--- src/hw/asram_pkg.sv ---
// Package: pin bundles, timing constants and states for the async SRAM host controller
// How it works
// - Host never drives bus during read mode
// - Write ends at first rising control edge
// - Read cycles spaced at least 20 ns
// - Write cycle lasts at least 20 ns
// - Strobe low 12 ns, 17 ns with outputs on
// - Outputs-on write covers turnoff plus setup
// - Wait 200 us after power before access
package asram_pkg;
    localparam int ADDR_W = 18;
    localparam int DATA_W = 16;
    localparam int LANE_W = 8;
    localparam int CLK_PERIOD_PS = 4000;
    localparam int READ_CYCLE_MIN_PS = 20000;
    localparam int WRITE_CYCLE_MIN_PS = 20000;
    localparam int WRITE_PULSE_MIN_PS = 12000;
    localparam int WRITE_PULSE_MIN_OUTPUTS_ON_PS = 17000;
    localparam int WRITE_TURNOFF_DELAY_PS = 9000;
    localparam int WRITE_DATA_SETUP_PS = 9000;
    localparam int POWER_UP_WAIT_US = 200;
    // Least times round up to whole cycles
    localparam int READ_CYC = (READ_CYCLE_MIN_PS + CLK_PERIOD_PS - 1) / CLK_PERIOD_PS;
    localparam int WRITE_CYC = (WRITE_CYCLE_MIN_PS + CLK_PERIOD_PS - 1) / CLK_PERIOD_PS;
    localparam int PULSE_CYC = (WRITE_PULSE_MIN_PS + CLK_PERIOD_PS - 1) / CLK_PERIOD_PS;
    localparam int PULSE_ON_CYC = (WRITE_PULSE_MIN_OUTPUTS_ON_PS + CLK_PERIOD_PS - 1) / CLK_PERIOD_PS;
    localparam int TURNOFF_SETUP_CYC =
        (WRITE_TURNOFF_DELAY_PS + WRITE_DATA_SETUP_PS + CLK_PERIOD_PS - 1) / CLK_PERIOD_PS;
    localparam int POWER_UP_CYC = POWER_UP_WAIT_US * 1000000 / CLK_PERIOD_PS;
    localparam int CNT_W = 16;

    typedef struct packed {
        logic chip_select_n;
        logic write_strobe_n;
        logic output_enable_n;
        logic lower_lane_enable_n;
        logic upper_lane_enable_n;
        logic [ADDR_W-1:0] word_address;
    } asram_ctrl_s;

    typedef struct packed {
        logic write;
        logic [1:0] lane_en;
        logic [ADDR_W-1:0] addr;
        logic [DATA_W-1:0] wdata;
    } asram_req_s;

    typedef enum logic [2:0] {
        ST_POWERUP = 3'b000,
        ST_IDLE = 3'b001,
        ST_WPULSE = 3'b011,
        ST_WREC = 3'b010,
        ST_READ = 3'b110
    } asram_state_e;
endpackage

--- src/hw/asram_host.sv ---
// Host controller that runs read and write cycles on an asynchronous 256K x 16 SRAM
`timescale 1ns/10ps
module asram_host #(
    parameter int POWER_UP_CYCLES = asram_pkg::POWER_UP_CYC,
    parameter bit WRITE_OE_LOW = 1'b0
) (
    input wire logic core_clk_in,
    input wire logic rst_in,
    input wire logic req_valid_in,
    input wire asram_pkg::asram_req_s req_in,
    output logic req_ready_out,
    output logic rd_valid_out,
    output logic [asram_pkg::DATA_W-1:0] rd_data_out,
    output asram_pkg::asram_ctrl_s ctrl_out,
    output logic [asram_pkg::DATA_W-1:0] data_o_out,
    output logic [asram_pkg::DATA_W-1:0] data_oe_n_out,
    input wire logic [asram_pkg::DATA_W-1:0] data_i_in
);
    localparam int CW = asram_pkg::CNT_W;
    // With OE held low the pulse must cover turnoff plus setup as well
    localparam int PULSE_NEED = WRITE_OE_LOW ?
        ((asram_pkg::PULSE_ON_CYC > asram_pkg::TURNOFF_SETUP_CYC) ?
            asram_pkg::PULSE_ON_CYC : asram_pkg::TURNOFF_SETUP_CYC) : asram_pkg::PULSE_CYC;
    localparam int WCYC_NEED = (asram_pkg::WRITE_CYC > PULSE_NEED + 1) ? asram_pkg::WRITE_CYC : PULSE_NEED + 1;
    localparam logic [CW-1:0] LD_PULSE = CW'(PULSE_NEED - 1);
    localparam logic [CW-1:0] LD_WREC = CW'(WCYC_NEED - PULSE_NEED - 1);
    localparam logic [CW-1:0] LD_READ = CW'(asram_pkg::READ_CYC - 1);
    localparam logic [CW-1:0] LD_PWR = CW'(POWER_UP_CYCLES - 1);

    ////////////////////////////////////////////////////////////////////////
    asram_pkg::asram_state_e state_ff, nxt_state;
    asram_pkg::asram_ctrl_s ctrl_ff, nxt_ctrl;
    logic [asram_pkg::DATA_W-1:0] wdata_ff, nxt_wdata;
    logic drive_ff, nxt_drive;
    logic [1:0] lanes_ff, nxt_lanes;
    logic [asram_pkg::DATA_W-1:0] sync1_ff, sync2_ff;
    logic [asram_pkg::DATA_W-1:0] rdata_ff, nxt_rdata;
    logic rvalid_ff, nxt_rvalid;
    logic tmr_load;
    logic [CW-1:0] tmr_val;
    logic tmr_done;
    logic pwr_done_ff, nxt_pwr_done;

    asram_timer #(.CNT_W(CW)) u_timer (
        .core_clk_in(core_clk_in),
        .rst_in(rst_in),
        .load_in(tmr_load),
        .load_val_in(tmr_val),
        .done_out(tmr_done)
    );

    // Lane mask from active-high lane enables, shared by read capture and drive
    function automatic logic [asram_pkg::DATA_W-1:0] lane_mask(input logic [1:0] en);
        lane_mask = {{asram_pkg::LANE_W{en[1]}}, {asram_pkg::LANE_W{en[0]}}};
    endfunction

    ////////////////////////////////////////////////////////////////////////
    // Sequencer: power-up wait, then one access at a time
    always_comb
    begin
        nxt_state = state_ff;
        nxt_ctrl = ctrl_ff;
        nxt_wdata = wdata_ff;
        nxt_drive = drive_ff;
        nxt_lanes = lanes_ff;
        nxt_rdata = rdata_ff;
        nxt_rvalid = 1'b0;
        nxt_pwr_done = pwr_done_ff;
        tmr_load = 1'b0;
        tmr_val = '0;
        unique case (state_ff)
            asram_pkg::ST_POWERUP:
            begin
                if (tmr_done && pwr_done_ff)
                begin
                    nxt_state = asram_pkg::ST_IDLE;
                end
                else if (!pwr_done_ff)
                begin
                    tmr_load = 1'b1;
                    tmr_val = LD_PWR;
                    nxt_pwr_done = 1'b1;
                end
            end
            asram_pkg::ST_IDLE:
            begin
                nxt_ctrl.chip_select_n = 1'b1;
                nxt_ctrl.write_strobe_n = 1'b1;
                nxt_ctrl.output_enable_n = 1'b1;
                nxt_drive = 1'b0;
                if (req_valid_in && req_in.lane_en != 2'b00)
                begin
                    nxt_ctrl.word_address = req_in.addr;
                    nxt_ctrl.chip_select_n = 1'b0;
                    nxt_ctrl.lower_lane_enable_n = !req_in.lane_en[0];
                    nxt_ctrl.upper_lane_enable_n = !req_in.lane_en[1];
                    nxt_lanes = req_in.lane_en;
                    tmr_load = 1'b1;
                    if (req_in.write)
                    begin
                        nxt_ctrl.write_strobe_n = 1'b0;
                        nxt_ctrl.output_enable_n = !WRITE_OE_LOW;
                        nxt_wdata = req_in.wdata;
                        nxt_drive = 1'b1;
                        tmr_val = LD_PULSE;
                        nxt_state = asram_pkg::ST_WPULSE;
                    end
                    else
                    begin
                        nxt_ctrl.output_enable_n = 1'b0;
                        tmr_val = LD_READ;
                        nxt_state = asram_pkg::ST_READ;
                    end
                end
            end
            asram_pkg::ST_WPULSE:
            begin
                if (tmr_done)
                begin
                    // Strobe rises first and ends the write; hold time is zero, so the
                    // drivers turn off at the same edge and never overlap read mode
                    nxt_ctrl.write_strobe_n = 1'b1;
                    nxt_drive = 1'b0;
                    tmr_load = 1'b1;
                    tmr_val = LD_WREC;
                    nxt_state = asram_pkg::ST_WREC;
                end
            end
            asram_pkg::ST_WREC:
            begin
                nxt_drive = 1'b0;
                if (tmr_done)
                begin
                    nxt_ctrl.chip_select_n = 1'b1;
                    nxt_ctrl.output_enable_n = 1'b1;
                    nxt_state = asram_pkg::ST_IDLE;
                end
            end
            asram_pkg::ST_READ:
            begin
                if (tmr_done)
                begin
                    // Sampled data is two flops late; capture at the end of a full cycle
                    nxt_rdata = sync2_ff & lane_mask(lanes_ff);
                    nxt_rvalid = 1'b1;
                    nxt_ctrl.chip_select_n = 1'b1;
                    nxt_ctrl.output_enable_n = 1'b1;
                    nxt_state = asram_pkg::ST_IDLE;
                end
            end
            default:
            begin
                nxt_state = asram_pkg::ST_IDLE;
            end
        endcase
    end

    always_ff @(posedge core_clk_in)
    begin
        if (rst_in)
        begin
            state_ff <= asram_pkg::ST_POWERUP;
            ctrl_ff <= '{chip_select_n: 1'b1, write_strobe_n: 1'b1, output_enable_n: 1'b1,
                         lower_lane_enable_n: 1'b1, upper_lane_enable_n: 1'b1, word_address: '0};
            wdata_ff <= '0;
            drive_ff <= 1'b0;
            lanes_ff <= 2'b00;
            rdata_ff <= '0;
            rvalid_ff <= 1'b0;
            pwr_done_ff <= 1'b0;
        end
        else
        begin
            state_ff <= nxt_state;
            ctrl_ff <= nxt_ctrl;
            wdata_ff <= nxt_wdata;
            drive_ff <= nxt_drive;
            lanes_ff <= nxt_lanes;
            rdata_ff <= nxt_rdata;
            rvalid_ff <= nxt_rvalid;
            pwr_done_ff <= nxt_pwr_done;
        end
    end

    ////////////////////////////////////////////////////////////////////////
    // Two-flop synchroniser on the data pins; only the second stage is read
    always_ff @(posedge core_clk_in)
    begin
        if (rst_in)
        begin
            sync1_ff <= '0;
            sync2_ff <= '0;
        end
        else
        begin
            sync1_ff <= data_i_in;
            sync2_ff <= sync1_ff;
        end
    end

    // Drive only lanes in use, and never outside a write strobe phase
    assign data_oe_n_out = ~(lane_mask(lanes_ff) & {asram_pkg::DATA_W{drive_ff}});
    assign data_o_out = wdata_ff;
    assign ctrl_out = ctrl_ff;
    assign rd_data_out = rdata_ff;
    assign rd_valid_out = rvalid_ff;
    assign req_ready_out = (state_ff == asram_pkg::ST_IDLE);
endmodule // asram_host

--- src/hw/asram_timer.sv ---
// Down counter that times each controller phase
`timescale 1ns/10ps
module asram_timer #(
    parameter int CNT_W = 16
) (
    input wire logic core_clk_in,
    input wire logic rst_in,
    input wire logic load_in,
    input wire logic [CNT_W-1:0] load_val_in,
    output logic done_out
);
    logic [CNT_W-1:0] count_ff;
    logic [CNT_W-1:0] nxt_count;

    // Load wins over the running count
    always_comb
    begin
        nxt_count = count_ff;
        if (load_in)
        begin
            nxt_count = load_val_in;
        end
        else if (count_ff != '0)
        begin
            nxt_count = count_ff - 1'b1;
        end
    end

    always_ff @(posedge core_clk_in)
    begin
        if (rst_in)
        begin
            count_ff <= '0;
        end
        else
        begin
            count_ff <= nxt_count;
        end
    end

    // Done from the count alone: the sequencer loads on done, so gating it by load would loop
    assign done_out = (count_ff == '0);
endmodule // asram_timer

--- config.mk ---
export PLATFORM = sky130hd
export DESIGN_NAME = asram_host
export DESIGN_NICKNAME = d
export VERILOG_FILES = /design/src/hw/asram_pkg.sv /design/src/hw/asram_host.sv /design/src/hw/asram_timer.sv
export SDC_FILE = /design/constraint.sdc
export NUM_CORES = 1
export LEC_CHECK = 0
export BUFFER_PORTS_ARGS = -buffer_cell sky130_fd_sc_hd__buf_2
export CORE_MARGIN = 3
export CORE_UTILIZATION = 51
export CTS_CLUSTER_SIZE = 12
export DETAILED_ROUTE_END_ITERATION = 8
export HOLD_SLACK_MARGIN = 0.1
export PLACE_DENSITY = 0.82
export RECOVER_POWER = 100
export SLEW_MARGIN = 20
export SYNTH_ARGS = -nofsm -noshare
export SYNTH_HDL_FRONTEND = slang
export SYNTH_SLANG_ARGS = --single-unit
--- constraint.sdc ---
create_clock -name core_clk_in -period 2.4 [get_ports core_clk_in]
set_clock_uncertainty 0.05 [all_clocks]
set_input_delay 0.48 -clock core_clk_in [delete_from_list [all_inputs] [get_ports core_clk_in]]
set_output_delay 0.48 -clock core_clk_in [all_outputs]
set_load 0.01 [all_outputs]
## Word level (Yosys, flattened, before mapping)

Index checks and enable logic that the tools add are counted.

| cells by class | value |
|---|---|
| $add $sub $neg | 1 |
| multiply operators | 0 |
| div/mod/pow operators | 0 |
| order comparisons | 0 |
| equality and inequality tests | 8 |
| shift operators | 0 |
| muxes and demuxes | 29 |
| bitwise logic cells | 5 |
| reductions and logical operators | 22 |

Operator list:

| kind | count |
|---|---|
| 2-to-1 mux 16 bit | 4 |
| one-hot mux 16 bit (3 select lines) | 1 |
| bitwise AND 16 bit | 2 |
| 2-to-1 mux 23 bit | 1 |
| 2-to-1 mux 3 bit | 7 |
| logical NOT 16 bit | 1 |
| inverter 16 bit | 1 |
| nonzero test 16 bit | 1 |
| subtractor 16 x 1 -> 16 bit, second input constant | 1 |
| one-hot mux 3 bit (4 select lines) | 1 |
| AND reduction 2 bit | 6 |
| 2-to-1 mux 1 bit | 10 |
| nonzero test 2 bit | 4 |
| == test 3 x 2 -> 1 bit, second input constant | 2 |
| one-hot mux 1 bit (2 select lines) | 3 |
| one-hot mux 1 bit (3 select lines) | 2 |
| != test 2 x 1 -> 1 bit, second input constant | 2 |
| != test 2 bit, second input constant | 2 |
| AND reduction 4 bit | 1 |
| OR reduction 2 bit | 2 |
| == test 3 x 1 -> 1 bit, second input constant | 1 |
| == test 3 bit, second input constant | 1 |
| logical NOT 3 bit | 1 |
| AND reduction 3 bit | 1 |
| 4 further kinds | 7 |

| storage, ports and cells | value |
|---|---|
| register bits after elaboration | 111 |
| latch bits | 0 |
| memory bits (writable) | 0 |
| ROM bits | 0 |
| input bits | 56 |
| output and inout bits | 73 |
| word-level logic and storage cells | 81 |
| memories kept | 0 |

## Logic depth before layout (Yosys ltp)

Gate-level depths: netlist (run 1).

| depth | value |
|---|---|
| word-level depth | 5 |
| depth in mapped cells | 8 |
| gate-level depth less buffers | 6 |

## By module

A second synthesis (run 1) with hierarchy kept.

| unflattened totals | value |
|---|---|
| cell total of the unflattened synthesis | 463 |
| area, all modules | 4475.5 µm² |

Modules (own cells, without submodules):

| module | instances | cells each | area an instance (µm²) | sequential area each (µm²) |
|---|---|---|---|---|
| asram_host | 1 | 347 | 3510.9 | 1901.8 |
| asram_timer | 1 | 116 | 964.7 | 320.3 |

## Least setup slack after synthesis (run 1)

No wires, ideal clock.

| path | value |
|---|---|
| kind | register to register |
| from | register u_timer.count_ff[0] |
| to | register rdata_ff (netlist bit rd_data_out[10]) |
| setup time | 0.117 ns |
| data arrival time | 1.688 ns |
| data required time | 2.233 ns |
| slack | 0.546 ns |
| stages on the path, launching flop included | 9 |
| buffers on the path | 2 |
| clock period less this slack | 1.854 ns |
| path through | dfxtp_1 inv_1 ha_1 nor3b_4 and3_1 buf_4 a31oi_4 buf_6 a22o_1 |

| between the ends | value |
|---|---|
| word-level cells in the longest chain between the ends | 2 |

Ends and longest elaborated chain:

| what | line | source |
|---|---|---|
| start, declared | asram_timer.sv:12 | `logic [CNT_W-1:0] count_ff;` |
| start signal, assigned | asram_timer.sv:37 | `count_ff <= nxt_count;` |
| logical NOT 16 bit | asram_timer.sv:42 | `assign done_out = (count_ff == '0);` |
| AND reduction 2 bit (no line) | -- |  |
| end signal, assigned | asram_host.sv:179 | `rdata_ff <= nxt_rdata;` |
| end, declared | asram_host.sv:37 | `logic [asram_pkg::DATA_W-1:0] rdata_ff, nxt_rdata;` |

Every way passes these cells.
A chain may end at the register's enable or synchronous reset.

## Worst setup path in the final report (run 1)

| path | value |
|---|---|
| from | register u_timer.count_ff[0] |
| to | register ctrl_ff (netlist bit ctrl_out[20]) |

| between the ends | value |
|---|---|
| word-level cells in the longest chain between the ends | 3 |

Ends and longest elaborated chain:

| what | line | source |
|---|---|---|
| logical NOT 16 bit | asram_timer.sv:42 |  |
| != test 2 x 1 -> 1 bit (no line) | -- |  |
| AND reduction 2 bit (no line) | -- |  |
| end signal, assigned | asram_host.sv:163 | `ctrl_ff <= '{chip_select_n: 1'b1, write_strobe_n: 1'b1, output_enable_n: 1'b1,` |
| end signal, assigned | asram_host.sv:175 | `ctrl_ff <= nxt_ctrl;` |
| end, declared | asram_host.sv:32 | `asram_pkg::asram_ctrl_s ctrl_ff, nxt_ctrl;` |

Every way passes these cells.

==> run metrics, run 1 <==
WL met1=4007 um; Detailed Route WL=9180 um; # hold bufs at CTS=0; Slew Limit Fails=0; # clock sinks=111; fin area=0.004907 mm2; worst r2r src=u_timer.count_ff[0]; Max transition margin=55.42%; status=completed; setup_tns=0 ps; Antenna Cells=0; Comb pwr share=10.6%; critical path class=flip-flop to flip-flop; DR top layer=met4; H-Tree Depth=3; CP required=2650 ps; dpl hpwl=6468 um; die area=0.009426 mm2; DR vias=3413; CTS buffer count=9; Synth async-reset ratio=0%; Max clock buf depth=2; Reg power frac=57.9%; worst hold endpoint=sync1_ff[12]; Vias/cell=5.235; RSZ-0062 raised after global routing=no; share of cells above drive strength 1=16.36%; WP buf/inv=1; Seq/Total Area, Yosys=52.51%; pwr dens=690.6 mW/mm2; drt wl/cell=14.08 um; area of the mapped netlist=0.004232 mm2; I/O pin count=129; Finish-stage setup viols=0; worst hold slack=258.0 ps; DRC viols=0; Clk Latency, worst-skew pair=370 ps; root buf cell=clkbuf_8; Post-synth EDFFs=0; register clock-pin slew on the reported worst setup and hold paths=110 ps; cell count of the worst hold path=2; CP startpoint kind=flip-flop; clock network fraction of total power=31.4%; Reg2Reg Capture Point=ctrl_out[20]; synthesized netlist cell count=440; total of max-cap violations=0; Setup crit end kind=flip-flop; CP Cell Sequence=inv_1, ha_1, nor3b_4, nand3_4, or4_1, a2bb2oi_1; TritonCTS clock tree=done; CP arrival=2410 ps; initial antenna violation count=0; post-CTS resize count=0; FF+latch count, synth=111; post-route ant nets=0; Post-Syn Area per Cell=9.617 um2; library cells used by synthesis=54; Total Power=0.003389 W; P_int=0.002480 W; Area Growth Syn to Fin=15.97%; largest net degree at the start of global routing=82; FMAX=464.7 MHz; Switching Fraction=26.81%; leakage power=1.799 nW; CP peak stage delay=590 ps; Crit Path Max Fanout=14; cells on worst reg2reg path=6; vias in the first global route=3278; Final Hold Viols=0; VDD IR-drop max=0.4111 mV; worst min-delay path class=input pin to flip-flop; die span in y=97.09 um; nets=602; global-route wire length before repair=15610 um; period utilization=89.66%; post-CTS setup buffer count=0; drt first pass iters=4; WL met2=4369 um; delay-heaviest family, CP=simple AND/OR/NAND/NOR gates; Tmin final=2152 ps; warnings from Yosys=0; Reg2Reg Setup Slack=250 ps; GP Congestion=0.8448; initial core utilization=53.65%; cell row count=32; Worst-Margin Slew=668.6 ps; First DRT Iteration DRCs=155; min-delay src=data_i_in[12]; Slowest cell on crit path=or4_1; synthesized net count=497; die width=97.09 um; GR Util All Layers=19.80%; PortBufs=128; Top FF cell, synth=dfxtp_1; grt ovf=0; Net Sw Power=0.0009087 W; core region area=0.007888 mm2; met3 routed WL=699 um; area post-placement=0.004840 mm2
-- worst max-delay path by stage --
stage                                    from              end  slack (ps)  depth (start not counted)
after floorplan           u_timer.count_ff[0]  rd_data_out[10]         550                          8
after global placement    u_timer.count_ff[0]  rd_data_out[11]         390                          6
after detailed placement  u_timer.count_ff[0]   rd_data_out[6]         280                          6
after CTS                 u_timer.count_ff[0]   rd_data_out[1]         270                          6
after global routing              state_ff[1]   data_o_out[12]         100                          6
final                     u_timer.count_ff[0]     ctrl_out[20]         250                          6
-- synth_stat cells, types with 4 or more instances --
cell | count | area (um2)
nor3_1 | 5 | 25.02
nor2b_1 | 34 | 212.7
o211ai_1 | 5 | 37.54
buf_2 | 7 | 35.03
xnor2_1 | 4 | 35.03
clkbuf_1 | 16 | 60.06
buf_4 | 17 | 127.6
nand3_1 | 21 | 105.1
o21ai_0 | 8 | 40.04
inv_1 | 7 | 26.28
a22o_1 | 16 | 140.1
nor2_1 | 8 | 30.03
nand4_1 | 4 | 25.02
dfxtp_1 | 111 | 2222
a21oi_1 | 49 | 245.2
nand2_1 | 70 | 262.8
-- metrics by stage --
stage          util [%]  cells  worst slack (ps)
3_3_place_gp      61.36    636             387.4
4_1_cts           63.77    652             265.8
6_report          62.21    652             248.3
2_1_floorplan         -    440             545.7
5_1_grt           62.21    652             97.98
3_5_place_dp      61.36    636             283.0
-- flip-flops by register name, indices dropped and copies added, names as in the netlist --
name,flops
lanes_ff,2
sync2_ff,16
drive_ff,1
sync1_ff,16
ctrl_out,23
pwr_done_ff,1
state_ff,3
rd_data_out,16
data_o_out,16
rd_valid_out,1
u_timer.count_ff,16
-- layer usage --
| metal | track usage [%] | up-vias |
|---|---|---|
| li1 | - | 1723 |
| met1 | 25.31 | 1566 |
| met2 | 31.32 | 112 |
| met3 | 7.538 | 12 |
| met4 | 5.616 | 0 |
| met5 | 0 | - |
-- placed cells by master (no fill, tap or decap), types with 2 or more instances in the layout --
cell type  netlist  final
inv_1            7      7
o31ai_1          3      3
buf_12           0      2
o21a_1           2      2
a21oi_1         49     49
nor3_1           5      6
o211ai_1         5      5
nand3_1         21     21
inv_8            0      2
nor3_4           2      2
nor2_1           8      8
clkbuf_8         0     10
a2bb2oi_1        2      3
nor3b_4          2      2
or3_1            2      2
nor4_1           2      2
xnor2_1          4      4
a311o_1          2      2
o311ai_0         2      2
buf_2            7     54
nor4_4           3      3
and3_1           3      3
nand2_1         70     70
nor2b_1         34     34
o21ai_0          8      8
nand4_1          4      4
dfxtp_1        111    111
clkbuf_1        16     78
or4_1            2      3
buf_4           17      2
o31a_1           3      3
a22o_1          16     16
clkinv_4         0      2
-- layout make-up --
class,instances,area (um2)
clock buffer,10,137.6
clock inverter,6,52.55
fill,697,2980
inverter,7,26.28
multi-input combinational,280,1723
sequential,111,2222
tap,102,127.6
timing repair buffer,136,618.1
-- logic make-up (layout without fill, tap and decap cells) --
group / Yosys count / count (layout) / share of synthesized area, %
buffers and inverters: 49 / 159 / 6.416
DFF: 111 / 111 / 52.51
xor gates and xnor gates: 5 / 5 / 1.035
and+or+nand+nor: 168 / 168 / 22.53
muxes: 1 / 1 / 0.2366
adders and majority gates: 1 / 1 / 0.2956
AOI/OAI and AO/OA: 105 / 105 / 16.97
-- power by group through the flow --
stage / Sequential (W) / Clock (W) / Combinational (W)
3_5_place_dp: 0.00201 / 0 / 0.000362
4_1_cts: 0.00196 / 0.00109 / 0.000364
6_report: 0.00196 / 0.00107 / 0.000360
5_1_grt: 0.00197 / 0.00117 / 0.000398
2_1_floorplan: 0.00200 / 0 / 0.000257
3_3_place_gp: 0.00200 / 0 / 0.000352
Note: power is estimated with default switching activity, not from simulation.
==> run 2: changes to the inputs <==
--- a/config.mk
+++ b/config.mk
@@ -5,6 +5,7 @@
 export SDC_FILE = /design/constraint.sdc
 export NUM_CORES = 1
 export LEC_CHECK = 0
+export ABC_AREA = 1
 export BUFFER_PORTS_ARGS = -buffer_cell sky130_fd_sc_hd__buf_2
 export CORE_MARGIN = 3
 export CORE_UTILIZATION = 51
==> run 2 against run 1 <==
- the flow now finishes with violations (max-capacitance violations, max-slew violations)
- sequential share of layout area is 0.34 points lower
- synthesized cell count is 26% higher
- fmax is 6.5% higher
- highest routed layer unchanged
==> run metrics, run 2 <==
Largest register FFs=23; Synth async-reset ratio=0%; post-CTS setup buffer count=0; DR vias=3761; cell count of the worst hold path=3; placed cells=756; total of max-cap violations=1; Seq/Total Area, Yosys=51.91%; Detailed Route WL=9580 um; Post-synth EDFFs=0; WP buf/inv=2; Clk Latency, worst-skew pair=370 ps; # clock sinks=111; Top FF cell, synth=dfxtp_1; Critical Path Start=state_ff[2]; vias in the first global route=3430; TritonCTS clock tree=done; nets=722; Finished Layout Cells=772; cell row count=32; synthesized net count=610; die width=97.61 um; CP Cell Sequence=inv_2, nand2_2, nor2_4, nand2_1, inv_1, nand2_1, nand3_1, o21ai_0, nor2_1; DRC viols=0; H-Tree Depth=3; initial antenna violation count=0; synthesized netlist cell count=553; most common cell in the netlist=nor2_1; Setup crit end kind=flip-flop; CTS buffer count=9; pwr dens=871.1 mW/mm2; area of the mapped netlist=0.004280 mm2; synth cell count leaders=nor2_1, dfxtp_1, nand2_1; register clock-pin slew on the reported worst setup and hold paths=110 ps; cells on worst reg2reg path=9; post-CTS resize count=0; commonest non-fill, non-tap cell in the layout=nor2_1; core region area=0.007928 mm2; Finished Core Util=62.37%; GP Congestion=0.8633; CP dominant cell by count=nand2_1; CP required=2660 ps; worst r2r src=state_ff[2]; Final Hold Viols=0; drt first pass iters=4; FF+latch count, synth=111; die area=0.009528 mm2; Yosys top cell by area=dfxtp_1; delay-heaviest family, CP=simple AND/OR/NAND/NOR gates; leakage power=2.196 nW; initial core utilization=53.99%; Area contributors post-synth=dfxtp_1, nor2_1, nand2_1, o21ai_0, inv_1; WP depth=9; Antenna Cells=0; root buf cell=clkbuf_8; critical path class=flip-flop to flip-flop; grt ovf=0; Vias/cell=4.872; CP peak stage delay=560 ps; share of cells above drive strength 1=13.88%; Tmin final=2020 ps; warnings from Yosys=0; Max transition margin=-4.132%; dpl hpwl=7122 um; # hold bufs at CTS=0; CP startpoint kind=flip-flop; Worst-Margin Slew=1562 ps; status=finished, violations left; largest net degree at the start of global routing=40; post-route ant nets=0; Slowest cell on crit path=inv_1; Finish-stage setup viols=0; Area Growth Syn to Fin=15.52%; VDD IR-drop max=0.3932 mV; RSZ-0062 raised after global routing=no; Total Power=0.004307 W; worst min-delay path class=input pin to flip-flop; setup_tns=0 ps; failing checks=max-capacitance violations, max-slew violations; share of the synthesized area in the top cell type=51.91%; min-delay src=data_i_in[12]; PortBufs=128; period utilization=84.16%; First DRT Iteration DRCs=183; I/O pin count=129; library cells used by synthesis=29; Crit Path Max Fanout=24; area post-placement=0.004901 mm2; Slew Limit Fails=40; drt wl/cell=12.41 um; GR Util All Layers=19.89%; Max clock buf depth=2; Post-Syn Area per Cell=7.740 um2; global-route wire length before repair=15770 um; fin area=0.004945 mm2; CP arrival=2280 ps; die span in y=97.61 um; most frequent cells in the layout=nor2_1, dfxtp_1, clkbuf_1, nand2_1, inv_1; FMAX=495.1 MHz
-- run 2: power breakdown --
group	total [W]	internal [W]	switching (W)
combinational	0.00106	0.000385	0.000678
clock	0.00109	0.000411	0.000675
sequential	0.00216	0.00202	0.000136
total	0.00431	0.00282	0.00149
-- run 2: routing by layer --
layer	up-vias	part of all wire (%)	GRT usage, %
met3	17	4.3	3.805
met4	0	1.8	7.455
met2	91	52	33.90
li1	1934	-	-
met5	-	0	0
met1	1719	42	24.90
-- run 2: through the flow --
stage | setup WS (ps) | hold WS, ps
2_1_floorplan | 854.0 | 338.3
3_3_place_gp | 597.3 | 340.1
3_5_place_dp | 496.6 | 342.3
4_1_cts | 489.9 | 237.7
5_1_grt | 154.6 | 232.0
6_report | 380.1 | 250.5
-- run 2: worst paths after layout --
path	to	slack, ps
max	u_timer.count_ff[2]	380
min	sync1_ff[12]	250
max reg2reg	u_timer.count_ff[2]	380
min reg2reg	sync2_ff[3]	350
-- run 2: cell families (layout without fill, tap and decap cells) --
| family | after synthesis | count (layout) | synth area share, % |
|---|---|---|---|
| fa+ha+maj | 1 | 1 | 0.2923 |
| buf+inv | 96 | 213 | 10.11 |
| flops | 111 | 111 | 51.91 |
| compound gates | 78 | 78 | 10.14 |
| simple gates | 258 | 258 | 25.69 |
| xor+xnor | 9 | 9 | 1.842 |
-- run 2: cell type report --
| cell class | instances | area [um2] |
|---|---|---|
| Clock buffer | 9 | 123.9 |
| Sequential cell | 111 | 2222 |
| Clock inverter | 7 | 70.07 |
| Timing Repair Buffer | 135 | 596.8 |
| Fill cell | 761 | 2983 |
| Inverter | 62 | 232.7 |
| Tap cell | 102 | 127.6 |
| Multi-Input combinational cell | 346 | 1572 |
-- run 2: tightest hold or removal path: cells and delay by family --
kind,cells,cell delay [ps]
and+or+nand+nor,1,30
buffers and inverters,2,130
